File: config.mk
export PLATFORM = sky130hd
export DESIGN_NAME = memory_mode_io_decoder
export DESIGN_NICKNAME = d
export VERILOG_FILES = /design/src/include/mmdec_pkg.sv /design/src/verilog/io_select_decode.sv /design/src/verilog/memory_mode_io_decoder.sv
export SDC_FILE = /design/constraint.sdc
export NUM_CORES = 1
export LEC_CHECK = 0
export BUFFER_PORTS_ARGS = -buffer_cell sky130_fd_sc_hd__buf_4
export CAP_MARGIN = 20
export CORE_ASPECT_RATIO = 0.8
export CORE_MARGIN = 5
export CORE_UTILIZATION = 53
export DETAILED_ROUTE_END_ITERATION = 10
export HOLD_SLACK_MARGIN = 0.03
export PLACE_DENSITY = 0.84
export SYNTH_ARGS = -nofsm -noshare
export SYNTH_HDL_FRONTEND = slang
export SYNTH_SLANG_ARGS = --single-unit
File: constraint.sdc
create_clock -name clk -period 2.5 [get_ports clk]
set_input_delay 0.375 -clock clk [delete_from_list [all_inputs] [get_ports clk]]
set_output_delay 0.375 -clock clk [all_outputs]
set_load 0.1 [all_outputs]
File: src/include/mmdec_pkg.sv
package mmdec_pkg;
	// --------------------------------------------------------------
	// Modes and memory configurations
	// --------------------------------------------------------------
	// Order follows the two-bit mode field, 00b to 11b
	typedef enum logic [1:0] {mode_zero, mode_one, mode_two, mode_three} mode_t;
	// Fitted RAM: one or two 128K parts, one or two 512K parts
	typedef enum logic [1:0] {ram_128k, ram_256k, ram_512k, ram_1m} ram_cfg_t;

	// --------------------------------------------------------------
	// Control port
	// --------------------------------------------------------------
	localparam logic [15:0] ctrl_port_addr = 16'hfa05;
	localparam int mode_lsb = 5;
	localparam int mode_msb = 6;
	localparam logic [7:0] ctrl_reset = 8'h00;

	// --------------------------------------------------------------
	// Memory map
	// --------------------------------------------------------------
	localparam logic [19:0] win_lo = 20'ha0000;
	localparam logic [19:0] win_mid = 20'hc0000;
	localparam logic [19:0] rom_top = 20'he0000;
	localparam logic [19:0] win_shift = 20'h80000;
	localparam logic [19:0] ram_128k_end = 20'h20000;
	localparam logic [19:0] ram_256k_end = 20'h40000;
	localparam logic [19:0] ram_512k_end = 20'h80000;
	localparam logic [1:0] part_top_128k = 2'h3;
	localparam logic [1:0] part_low_128k = 2'h0;

	// --------------------------------------------------------------
	// I/O map
	// --------------------------------------------------------------
	localparam logic [15:0] io_exp_base = 16'hfc00;
	localparam logic [15:0] io_cpu_base = 16'hfff0;
	localparam logic [6:0] io_board_page = 7'h7d;
	localparam int io_sel_count = 4;

	// --------------------------------------------------------------
	// Carriers
	// --------------------------------------------------------------
	// One processor cycle offered to the decoder
	typedef struct packed {
		logic valid;
		logic io;
		logic wr;
		logic [19:0] addr;
		logic [7:0] wdata;
	} bus_req_t;

	// Straps, high while fitted
	typedef struct packed {
		logic software_select_strap_a;
		logic software_select_strap_b;
		logic mode_strap_low;
		logic mode_strap_high;
	} strap_t;

	// On-board I/O selects; sel[0..3] is parallel, clock, module 0, module 1
	typedef struct packed {
		logic cpu_cfg;
		logic ctrl;
		logic [3:0] sel;
	} io_sel_t;

	// Registered result of one decoded cycle
	typedef struct packed {
		logic valid;
		logic rom_cs;
		logic ram0_cs;
		logic ram1_cs;
		logic [18:0] part_addr;
		logic backplane;
		logic ioexp_n;
		io_sel_t io_sel;
		logic [7:0] rdata;
	} dec_out_t;

	localparam dec_out_t out_idle = '{ioexp_n: 1'b1, default: '0};
endpackage : mmdec_pkg

File: src/verilog/io_select_decode.sv
`timescale 1ns/1ns
module io_select_decode (
	// Full I/O address
	input wire logic [15:0] io_addr,
	// On-board selects
	output mmdec_pkg::io_sel_t sel
);
	// ------------------------------------------------------------
	// Board page selects
	// ------------------------------------------------------------
	// All seven upper bits 15:9 take part, so no alias appears below the page
	logic page_hit;
	assign page_hit = (io_addr[15:9] == mmdec_pkg::io_board_page);

	// Four 128-byte slots, picked by address bits 8:7
	genvar gi;
	generate
		for (gi = 0; gi < mmdec_pkg::io_sel_count; gi++) begin : g_slot
			assign sel.sel[gi] = page_hit && (io_addr[8:7] == 2'(gi));
		end
	endgenerate

	// Control port sits inside the parallel slot
	assign sel.ctrl = (io_addr == mmdec_pkg::ctrl_port_addr);
	// Processor configuration block stays on the board
	assign sel.cpu_cfg = (io_addr >= mmdec_pkg::io_cpu_base);
endmodule : io_select_decode

File: src/verilog/memory_mode_io_decoder.sv
// Behaviour
// - Top 128K ROM always high; low memory untouched
// - Mode zero sends whole window to backplane
// - Mode zero from reset until changed
// - Mode one maps ROM middle 256K to window
// - Mode two maps ROM bottom 128K at C0000h
// - Mode two maps RAM1 top 128K at A0000h
// - Mode three maps RAM1 middle 256K to window
// - Software mode from control port bits 6:5
// - Mode codes 00b..11b give modes zero..three
// - Straps removed: mode from two mode straps
// - Decode all sixteen I/O address bits
// - Expansion line low for I/O FC00h-FFFFh
// - Selects for parallel, clock, two modules
`timescale 1ns/1ns
module memory_mode_io_decoder (
	// Clock and reset
	input wire logic clk,
	input wire logic rstn,
	// Processor local bus
	input mmdec_pkg::bus_req_t req,
	// Board configuration
	input mmdec_pkg::strap_t straps,
	input mmdec_pkg::ram_cfg_t ram_cfg,
	input wire logic rom_512k,
	// Decoded selects
	output mmdec_pkg::dec_out_t dec
);
	// ------------------------------------------------------------
	// State
	// ------------------------------------------------------------
	typedef struct packed {
		logic [7:0] ctrl;
		mmdec_pkg::mode_t mode;
		mmdec_pkg::dec_out_t out;
	} state_t;

	state_t st_ff; // Registered state
	state_t nxt_st; // Next state
	mmdec_pkg::io_sel_t io_sel; // I/O selects of this cycle
	logic [19:0] win_off; // Window address moved down by 512K
	logic sw_ctl; // Software owns the mode

	// ------------------------------------------------------------
	// I/O select decode
	// ------------------------------------------------------------
	io_select_decode u_io_sel (
		.io_addr(req.addr[15:0]),
		.sel(io_sel)
	);

	assign win_off = req.addr - mmdec_pkg::win_shift;
	assign sw_ctl = straps.software_select_strap_a || straps.software_select_strap_b;
	assign dec = st_ff.out;

	// ------------------------------------------------------------
	// Next state
	// ------------------------------------------------------------
	// Mode follows the port value written in the same edge, so the
	// very next cycle already decodes with it.
	always_comb begin
		logic [7:0] ctrl_n;
		ctrl_n = st_ff.ctrl;
		nxt_st = st_ff;
		nxt_st.out = mmdec_pkg::out_idle;
		nxt_st.out.valid = req.valid;
		// Whole byte is stored; software keeps the other bits itself
		if (req.valid && req.io && req.wr && io_sel.ctrl) begin
			ctrl_n = req.wdata;
		end
		nxt_st.ctrl = ctrl_n;
		// Mode source: port when a select strap is fitted, else straps
		if (sw_ctl) begin
			nxt_st.mode = mmdec_pkg::mode_t'(ctrl_n[mmdec_pkg::mode_msb:mmdec_pkg::mode_lsb]);
		end else begin
			nxt_st.mode = mmdec_pkg::mode_t'({straps.mode_strap_high, straps.mode_strap_low});
		end
		if (req.valid && req.io) begin
			// I/O cycle
			nxt_st.out.io_sel = io_sel;
			nxt_st.out.ioexp_n = !(req.addr[15:0] >= mmdec_pkg::io_exp_base);
			nxt_st.out.backplane = !(|io_sel.sel || io_sel.cpu_cfg);
			if (io_sel.ctrl && !req.wr) begin
				nxt_st.out.rdata = st_ff.ctrl;
			end
		end else if (req.valid) begin
			// Memory cycle
			if (req.addr >= mmdec_pkg::rom_top) begin
				// Top of ROM always reachable
				nxt_st.out.rom_cs = 1'b1;
				nxt_st.out.part_addr = {mmdec_pkg::part_top_128k, req.addr[16:0]};
			end else if (req.addr < mmdec_pkg::win_lo) begin
				// System RAM below the window, by configuration
				case (ram_cfg)
					mmdec_pkg::ram_128k: begin
						nxt_st.out.ram0_cs = (req.addr < mmdec_pkg::ram_128k_end);
					end
					mmdec_pkg::ram_256k: begin
						nxt_st.out.ram0_cs = (req.addr < mmdec_pkg::ram_128k_end);
						nxt_st.out.ram1_cs = (req.addr >= mmdec_pkg::ram_128k_end) &&
							(req.addr < mmdec_pkg::ram_256k_end);
					end
					mmdec_pkg::ram_512k: begin
						nxt_st.out.ram0_cs = (req.addr < mmdec_pkg::ram_512k_end);
					end
					default: begin
						nxt_st.out.ram0_cs = (req.addr < mmdec_pkg::ram_512k_end);
						nxt_st.out.ram1_cs = (req.addr >= mmdec_pkg::ram_512k_end);
					end
				endcase
				nxt_st.out.part_addr = req.addr[18:0];
			end else begin
				// Bank-switched window A0000h-DFFFFh
				case (st_ff.mode)
					mmdec_pkg::mode_one: begin
						nxt_st.out.rom_cs = rom_512k;
						nxt_st.out.part_addr = win_off[18:0];
					end
					mmdec_pkg::mode_two: begin
						if (req.addr >= mmdec_pkg::win_mid) begin
							nxt_st.out.rom_cs = rom_512k;
							nxt_st.out.part_addr = {mmdec_pkg::part_low_128k, req.addr[16:0]};
						end else begin
							nxt_st.out.ram1_cs = (ram_cfg == mmdec_pkg::ram_1m);
							nxt_st.out.part_addr = {mmdec_pkg::part_top_128k, req.addr[16:0]};
						end
					end
					mmdec_pkg::mode_three: begin
						nxt_st.out.ram1_cs = (ram_cfg == mmdec_pkg::ram_1m);
						nxt_st.out.part_addr = win_off[18:0];
					end
					default: begin
						// Mode zero: nothing on board claims the window
						nxt_st.out.part_addr = '0;
					end
				endcase
			end
			// Anything not claimed on board goes to the backplane
			nxt_st.out.backplane = !(nxt_st.out.rom_cs || nxt_st.out.ram0_cs ||
				nxt_st.out.ram1_cs);
		end
	end

	// ------------------------------------------------------------
	// State register
	// ------------------------------------------------------------
	// Mode zero out of reset; straps are read only after release
	always_ff @(posedge clk or negedge rstn) begin
		if (!rstn) begin
			st_ff <= '{ctrl: mmdec_pkg::ctrl_reset, mode: mmdec_pkg::mode_zero,
				out: mmdec_pkg::out_idle};
		end else begin
			st_ff <= nxt_st;
		end
	end
endmodule : memory_mode_io_decoder
==> results of run 1 <==
==> critical path, delay by kind of cell, from the launching register on <==
kind / cells / cell delay, ps
AO/OA/AOI/OAI: 2 / 330
adder cells (fa/ha/maj): 1 / 240
buffers and inverters: 2 / 300
flip-flops: 1 / 400
AND/OR/NAND/NOR: 1 / 150
==> report_power, final <==
group	internal, mW	total [mW]	switching [mW]
logic	0.0861	0.274	0.188
registers	0.809	0.814	0.00560
clock network	0.300	0.552	0.252
total	1.19	1.64	0.446
==> through the flow <==
stage	cells	util, %	hold WS (ps)	area [sq um]
floorplan	204	-	79.4	2310
global placement	298	63.1	416	2650
detailed placement	298	63.1	420	2650
CTS	306	65.8	94.1	2770
global route	306	65.8	133	2770
finish	306	65.8	75.2	2770
==> logic make-up (layout without fill, tap and decap cells) <==
kind of cell	after synthesis	count (layout)	synth area share, %
adder cells (fa/ha/maj)	4	4	2.17
AND/OR/NAND/NOR	80	80	22.0
flip-flops	49	49	53.2
AO/OA/AOI/OAI	19	19	5.32
multiplexers	6	6	2.93
buffers and inverters	46	91	14.4
==> cell usage in the layout, fill, tap and decap left out, drive strengths merged, types with 2 or more instances in the layout <==
master and count:
nand4 4, and4 2, a31oi 4, dfrtp 48
nand2 9, ha 4, and2 28, and2b 3
nor3b 2, nor3 6, a21oi 3, nand3 5
inv 5, mux2 6, nor2b 2, nor2 9
buf 79, clkbuf 5, o21ai 5, and3 6
==> cell type report <==
class,instances,area (sq um)
multi-input cells,109,747
well taps,57,71.3
flip-flops and latches,49,1230
fillers,350,1440
clock buffers,5,68.8
inverters,4,15.0
clock inverters,3,43.8
repair buffers,79,593
==> how the worst min path moves through the flow <==
| stage | depth (start not counted) | slack, ps | endpoint | start |
|---|---|---|---|---|
| after floorplan | 0 | 80 | dec[0]$_DFF_PN0_ | rstn |
| after global placement | 1 | 420 | dec[34]$_DFF_PN0_ | rstn |
| after detailed placement | 1 | 420 | dec[37]$_DFF_PN0_ | rstn |
| after CTS | 1 | 90 | dec[30]$_DFF_PN0_ | rstn |
| after global routing | 1 | 130 | dec[30]$_DFF_PN0_ | rstn |
| final | 1 | 80 | dec[37]$_DFF_PN0_ | rstn |
==> registers in the layout, indices dropped and copies added (netlist names) <==
signal  count
dec        39
st_ff      10
==> per-layer routing <==
layer | up-vias | track usage [%] | wire (um)
li1 | 736 | - | -
met1 | 701 | 17.6 | 1790
met2 | 56 | 27.0 | 1980
met3 | 5 | 6.18 | 390
met4 | 0 | 5.42 | 43
met5 | - | 0 | 0
==> impl_summary.md, run 1 <==
Global route
The initial antenna violation count was 0. The via count of the first global-routing pass is 1542. The first global-routing pass estimated between 6000 and 7000 um of wire.

Entering global routing, the biggest net connects 50 pins. Global routing finished with a remaining overflow of 0. The total routing usage reported by global routing is between 10% and 20%.

Worst setup path
On the worst path, the slowest cell contributes a delay of roughly 400 ps. At the worst endpoint, the required time is roughly 2700 ps. The source of the critical timing path is st_ff[39]$_DFF_PN0_. The data arrival time of the critical path is around 1700 ps.

The biggest fanout along the worst timing path is 17. The standard cell with the maximum stage delay on the critical path is sky130_fd_sc_hd__dfrtp_1. Walking the worst path, the cells encountered are inv_1 > ha_1 > o21bai_1 > a31oi_1 > buf_4 > and2_1. The endpoint of the worst setup timing path is dec[19]$_DFF_PN0_.

The endpoint class of the critical path is a flop. The element type at the critical path start is a flop. The setup slack of the worst register-to-register path is 1010 ps.

The count of cells along the worst register-to-register path is 6. The setup path with the least slack is of type flop to flop. The capture instance of the worst register-to-register path is dec[19]$_DFF_PN0_.

The startpoint of the most critical register-to-register path is st_ff[39]$_DFF_PN0_.

Synthesis
The most common cell in the netlist is sky130_fd_sc_hd__dfrtp_1. The number of library cell types mapped by synthesis is 40. In this run the mean area of a mapped cell was ~11 sq um.

The Yosys step of the flow raised 0 warnings. Synthesis inferred 49 register bits. Ranked by total cell area, the synthesized netlist is headed by sky130_fd_sc_hd__dfrtp_1 (52%), sky130_fd_sc_hd__buf_4 (13%), sky130_fd_sc_hd__and2_1 (7.3%).

Sorting the synthesized cells by how often they occur yields sky130_fd_sc_hd__dfrtp_1 (48), sky130_fd_sc_hd__buf_4 (40), sky130_fd_sc_hd__and2_1 (27). The async set or reset register ratio after synthesis is 100%. The cell count after synthesis came out at 204. The share of the Yosys chip area taken by registers is a little over half. The main flop type after synthesis is sky130_fd_sc_hd__dfrtp_1. The total nets after synthesis is about 250.

In this run, synthesis inferred 0 flip-flops with an integrated enable. Of the post-synthesis cell area, the dominant cell type holds about 52%. Summed over all instances, the cell type with the most area after synthesis is sky130_fd_sc_hd__dfrtp_1.

The post-synth design cell area is 2310 sq um.

Routing
In the final routed layout, each cell accounts on average for about 14 um. The per-cell via count in the routed design is a little under 5. The detailed-router iteration count before antenna repair is 4. In this run, the number of DRC markers left after iteration 0 of detailed routing was 49. The number of remaining DRC errors is 0. The count of antenna-violating nets left after detailed routing is 0.

The post-detailed-routing wire length is about 4200 um. The vias after detailed routing is approximately 1500.

Floorplanning
The starting utilization of the core area is between 50% and 60%. The number of placement rows is 21. In this run the standard cell core region covers roughly 4200 sq um.

The die is about 84 um wide. The height of the die is 69.0 um. The die area is a little under 6000 sq um. The number of I/O pins is 79.

CTS
The cell sitting at the root of the clock tree is a sky130_fd_sc_hd__clkbuf_8. Once the clock tree was built, the resizer swapped 0 gates to a different size. After clock tree synthesis, the setup repair step added 0 buffers. Clock-pin slew was measured on the worst setup and hold paths at around 90 ps. Counting the buffers created by CTS gives 5.

The total number of H-tree levels is 2. Hold repair after CTS inserted 0 buffers. Counting along the longest clock path gives a buffer depth of 2. The clock latency on the worst-skew pair is between 200 and 300 ps. Clock tree synthesis found a total of between 40 and 50 sinks.

TritonCTS built the clock tree.

Timing
For the final database, setup skew stands at roughly 6.7 ps. The count of pins over their slew limit is 0. For this run, the top clock speed supported by timing is 0.672 GHz. The post-route minimum period is around 1500 ps.

Dividing the final minimum period by the clock period gives 59.5%. In the post-route analysis, the smallest setup slack over all paths is between 1000 and 1500 ps. The relative slew slack is roughly three fifths. The number of endpoints with negative hold slack in the final report is 0. Adding up every negative setup slack in the final design gives 0 ps. Setup repair after global routing left no endpoint under its margin.

For the pin with the worst max-slew slack, the measured transition is 584 ps. The count of final setup violators is 0.

Power
The worst-case IR drop observed on VDD is ~440 uV. The design draws ~1.6 mW. The cell leakage power is 1.45 nW. In this run the power density over the cells is ~590 nW/um^2.

Layout
At the end of the flow, the number of nets in the layout was 292. 0 antenna diodes ended up in the layout. The share of final-layout standard cells stronger than drive strength 1 is between 40% and 50%. The area added between synthesis and finish is 20.0%.

Run status
The flow ran to the end, and the final reports show no timing, DRC or antenna violations.

Placement
The count of buffers from port buffering is slightly below 80. At the end of routability-driven placement, the weighted congestion stood at ~0.76. The wire-length estimate of the detail-placed layout is around 3300 um.

The worst setup timing slack at the placement stage is roughly 810 ps.

Run
The reported max-cap violation count is 0.

Min path
The worst hold path class is input port to asynchronous set/reset pin.
Note: power is estimated with default switching activity, not from simulation.
==> run 2, diff against run 1 <==
Settings changed: CORE_UTILIZATION 53 to 45, PLACE_DENSITY 0.84 to 0.76.
Clock period 2.5 ns to 1.2 ns, I/O delays scaled along.
==> run 2 against run 1 <==
  * The run now ends with negative setup slack left
  * Largest power group unchanged
  * Highest routed layer unchanged
  * Combinational power is 140% higher
  * Critical path type unchanged
  * Sequential power increased by 110%
  * Clock power is 88% higher
  * Final cell count is 8.8% higher
  * Global-route usage fell by 0.79 points
  * Core utilization shrank 4.0 points
==> impl_summary.md, run 2 (same netlist as run 1, synthesis figures left out) <==
Run status
Run status: complete, but fails checks (was completed). The checks that failed: negative setup slack.

Timing
The post-route fraction of the period consumed by the critical path is 118% (was 59.5%). The count of final setup violators is 23 (was 0). The worst-case setup margin in the final layout is -216 ps (was 1010 ps). The maximum operating frequency was 0.706 GHz (was 0.672 GHz). The number of endpoints with negative hold slack in the final report is 0 (unchanged). The maximum clock skew at final layout is 5.45 ps (was 6.73 ps). The post-route minimum period is 1420 ps (was 1490 ps).

The relative slew slack came to 81.2% (was 61.1%). The total negative setup slack came to -4120 ps (was 0 ps). The count of pins over their slew limit is 0 (unchanged).

RSZ-0062 raised after global routing: yes (was no). The transition time of the tightest slew-check pin is 278 ps (was 584 ps).

Global route
The total congestion overflow after global routing is 0 (unchanged). The global-route wire length before repair came to 7960 um (was 6780 um). The total routing usage reported by global routing was 14.6% (was 15.4%). The initial antenna violation count came to 0 (unchanged). The via count of the first global-routing pass is 1738 (was 1542). The pin count of the biggest net entering global routing was 50 (unchanged).

CTS
The clock tree from TritonCTS is built (unchanged). The clock latency on the worst-skew pair is 290 ps (about the same). The CTS root buffer is sky130_fd_sc_hd__clkbuf_8 (unchanged).

The clock sink count was 49 (unchanged). The number of buffers added by the clock tree synthesis step is 5 (unchanged). The number of buffers between clock root and the deepest sink is 2 (unchanged). The clock-pin slew on the worst setup and hold paths came to 90 ps (about the same).

The total number of H-tree levels is 2 (unchanged).

Routing
The post-detailed-routing wire length is 4770 um (was 4210 um). The number of DRC markers in iteration 0 is 23 (was 49). The count of antenna-violating nets left after detailed routing is 0 (unchanged). The number of remaining DRC errors came to 0 (unchanged).

The detailed-router iteration count before antenna repair is 4 (unchanged). The per-cell via count in the routed design was 4.89 (was 4.90). The post-detailed-route wirelength per cell came to 14.3 um (was 13.7 um).

The vias after detailed routing came to 1629 (was 1498).

Placement
The count of buffers from port buffering came to 78 (unchanged). The weighted congestion at the end of routability-driven global placement is 0.798 (was 0.755). The cell count after placement is 322 (was 298). The post-DP HPWL is 3660 um (was 3290 um).

Power
The fraction of power spent switching nets is 28.0% (was 27.2%). The fraction of power consumed by the clock network was 30.4% (was 33.6%). The power per cell area is 1110 nW/um^2 (was 593 nW/um^2).

The cell leakage power was 1.58 nW (was 1.45 nW). The worst supply voltage drop on vdd was 677 uV (was 436 uV). The share of total power in sequential cells is 50.0% (was 49.6%). The design internal power is 2.45 mW (was 1.19 mW). The combinational fraction of design power came to 19.6% (was 16.7%). The net switching power is 0.952 mW (was 0.446 mW).

Layout
The antenna diode count is 0 (unchanged). The final cell count without fillers is 333 (was 306). The net total in the final layout was 314 (was 292).

The flip-flop count of the largest register, all copies and words added is 39 (unchanged). Commonest cells after routing, fill and taps aside: sky130_fd_sc_hd__buf_4 (95), sky130_fd_sc_hd__dfrtp_1 (46), sky130_fd_sc_hd__and2_1 (23) (was sky130_fd_sc_hd__buf_4 (79), sky130_fd_sc_hd__dfrtp_1 (48), sky130_fd_sc_hd__and2_1 (27)). The most common library cell in the layout ignoring fill and taps is sky130_fd_sc_hd__buf_4 (unchanged). The share of final-layout standard cells stronger than drive strength 1 was 53.5% (was 42.2%).

The area added between synthesis and finish is 33.4% (was 20.0%).

Worst setup path
The endpoint class of the critical path is a flop (unchanged). The standard cell with the maximum stage delay on the critical path was sky130_fd_sc_hd__dfrtp_2 (was sky130_fd_sc_hd__dfrtp_1). The data arrival time of the critical path came to 1610 ps (was 1720 ps). The startpoint of the most critical register-to-register path is st_ff[39]$_DFF_PN0_ (unchanged). The largest incremental delay on the critical path is 440 ps (was 400 ps).

The biggest fanout along the worst timing path was 17 (unchanged). The source of the critical timing path is st_ff[39]$_DFF_PN0_ (unchanged). Critical-path cell list: inv_4 > ha_4 > o21bai_1 > a31oi_2 > buf_12 > and2_1 (was inv_1 > ha_1 > o21bai_1 > a31oi_1 > buf_4 > and2_1).

The element type at the critical path start is a flop (unchanged). The data required time of the critical path is 1390 ps (was 2730 ps). The class of the most critical setup path is flop to flop (unchanged).

Floorplanning
The die width is 90.0 um (was 83.7 um). The number of placement rows is 23 (was 21). The number of I/O pins is 79 (unchanged). The starting utilization of the core area is 46.3% (was 54.9%). The height of the die is 74.0 um (was 69.0 um). The core area came to 4980 sq um (was 4200 sq um). The die area is 6660 sq um (was 5780 sq um).

Min path
The worst hold path class is input port to flop (was input port to asynchronous set/reset pin). In this run the most critical hold path is launched from req[18].

Run
The reported max-cap violation count is 0 (unchanged).
[run 2: area by class of cell]
type / count / area [sq um]
clock inverters: 1 / 5.00
well taps: 62 / 77.6
multi-input cells: 109 / 843
fillers: 424 / 1900
repair buffers: 101 / 806
inverters: 4 / 17.5
flip-flops and latches: 49 / 1230
clock buffers: 7 / 96.3
[run 2: path summary, 6_finish.rpt]
| check | to | slack [ps] | cells past startpoint |
|---|---|---|---|
| max | dec[19]$_DFF_PN0_ | -220 | 6 |
| min | dec[14]$_DFF_PN1_ | 80 | 2 |
| max reg2reg | dec[19]$_DFF_PN0_ | -220 | 6 |
| min reg2reg | dec[7]$_DFF_PN0_ | 480 | 1 |
| max in group asynchronous | dec[14]$_DFF_PN1_ | 530 | 3 |
| min in group asynchronous | st_ff[42]$_DFFE_PN0P_ | 380 | 3 |
[run 2: per-layer routing]
layer / GRT usage (%) / routed length, um
met1: 17.8 / 2010
met2: 25.1 / 2310
met3: 5.86 / 429
met4: 3.14 / 21
met5: 0 / 0
[run 2: power groups by stage]
| stage | registers, mW | clock network, mW | logic (mW) |
|---|---|---|---|
| floorplan | 1.73 | 0 | 0.402 |
| global route | 1.70 | 1.14 | 0.712 |
| CTS | 1.70 | 1.07 | 0.645 |
| finish | 1.70 | 1.04 | 0.666 |
| detailed placement | 1.73 | 0 | 0.637 |
| global placement | 1.73 | 0 | 0.629 |
[run 2: critical path, delay by kind of cell, from the launching register on]
kind            cells  cell delay [ps]
compound gates      2              310
fa+ha+maj           1              180
buf+inv             2              240
flops               1              440
simple gates        1              150
[run 2: what timing repair did]
item	CTS	global route
setup endpoints to repair	23	23
pin swaps	4	12
hold buffers	1	0
gates resized for setup	6	18
endpoints found under the hold margin	48	0
buffers inserted	0	2
[run 2: stage by stage]
stage               setup slack (ps)  util (%)  hold WS (ps)  instance area, sq um  total power [mW]
global route                    -262      61.8          86.2                  3080              3.55
floorplan                       -151         -          -116                  2340              2.13
finish                          -216      61.8          80.8                  3080              3.40
detailed placement              -242      57.4           174                  2860              2.37
global placement                -220      57.4           167                  2860              2.36
CTS                             -219      60.1          71.0                  2990              3.42
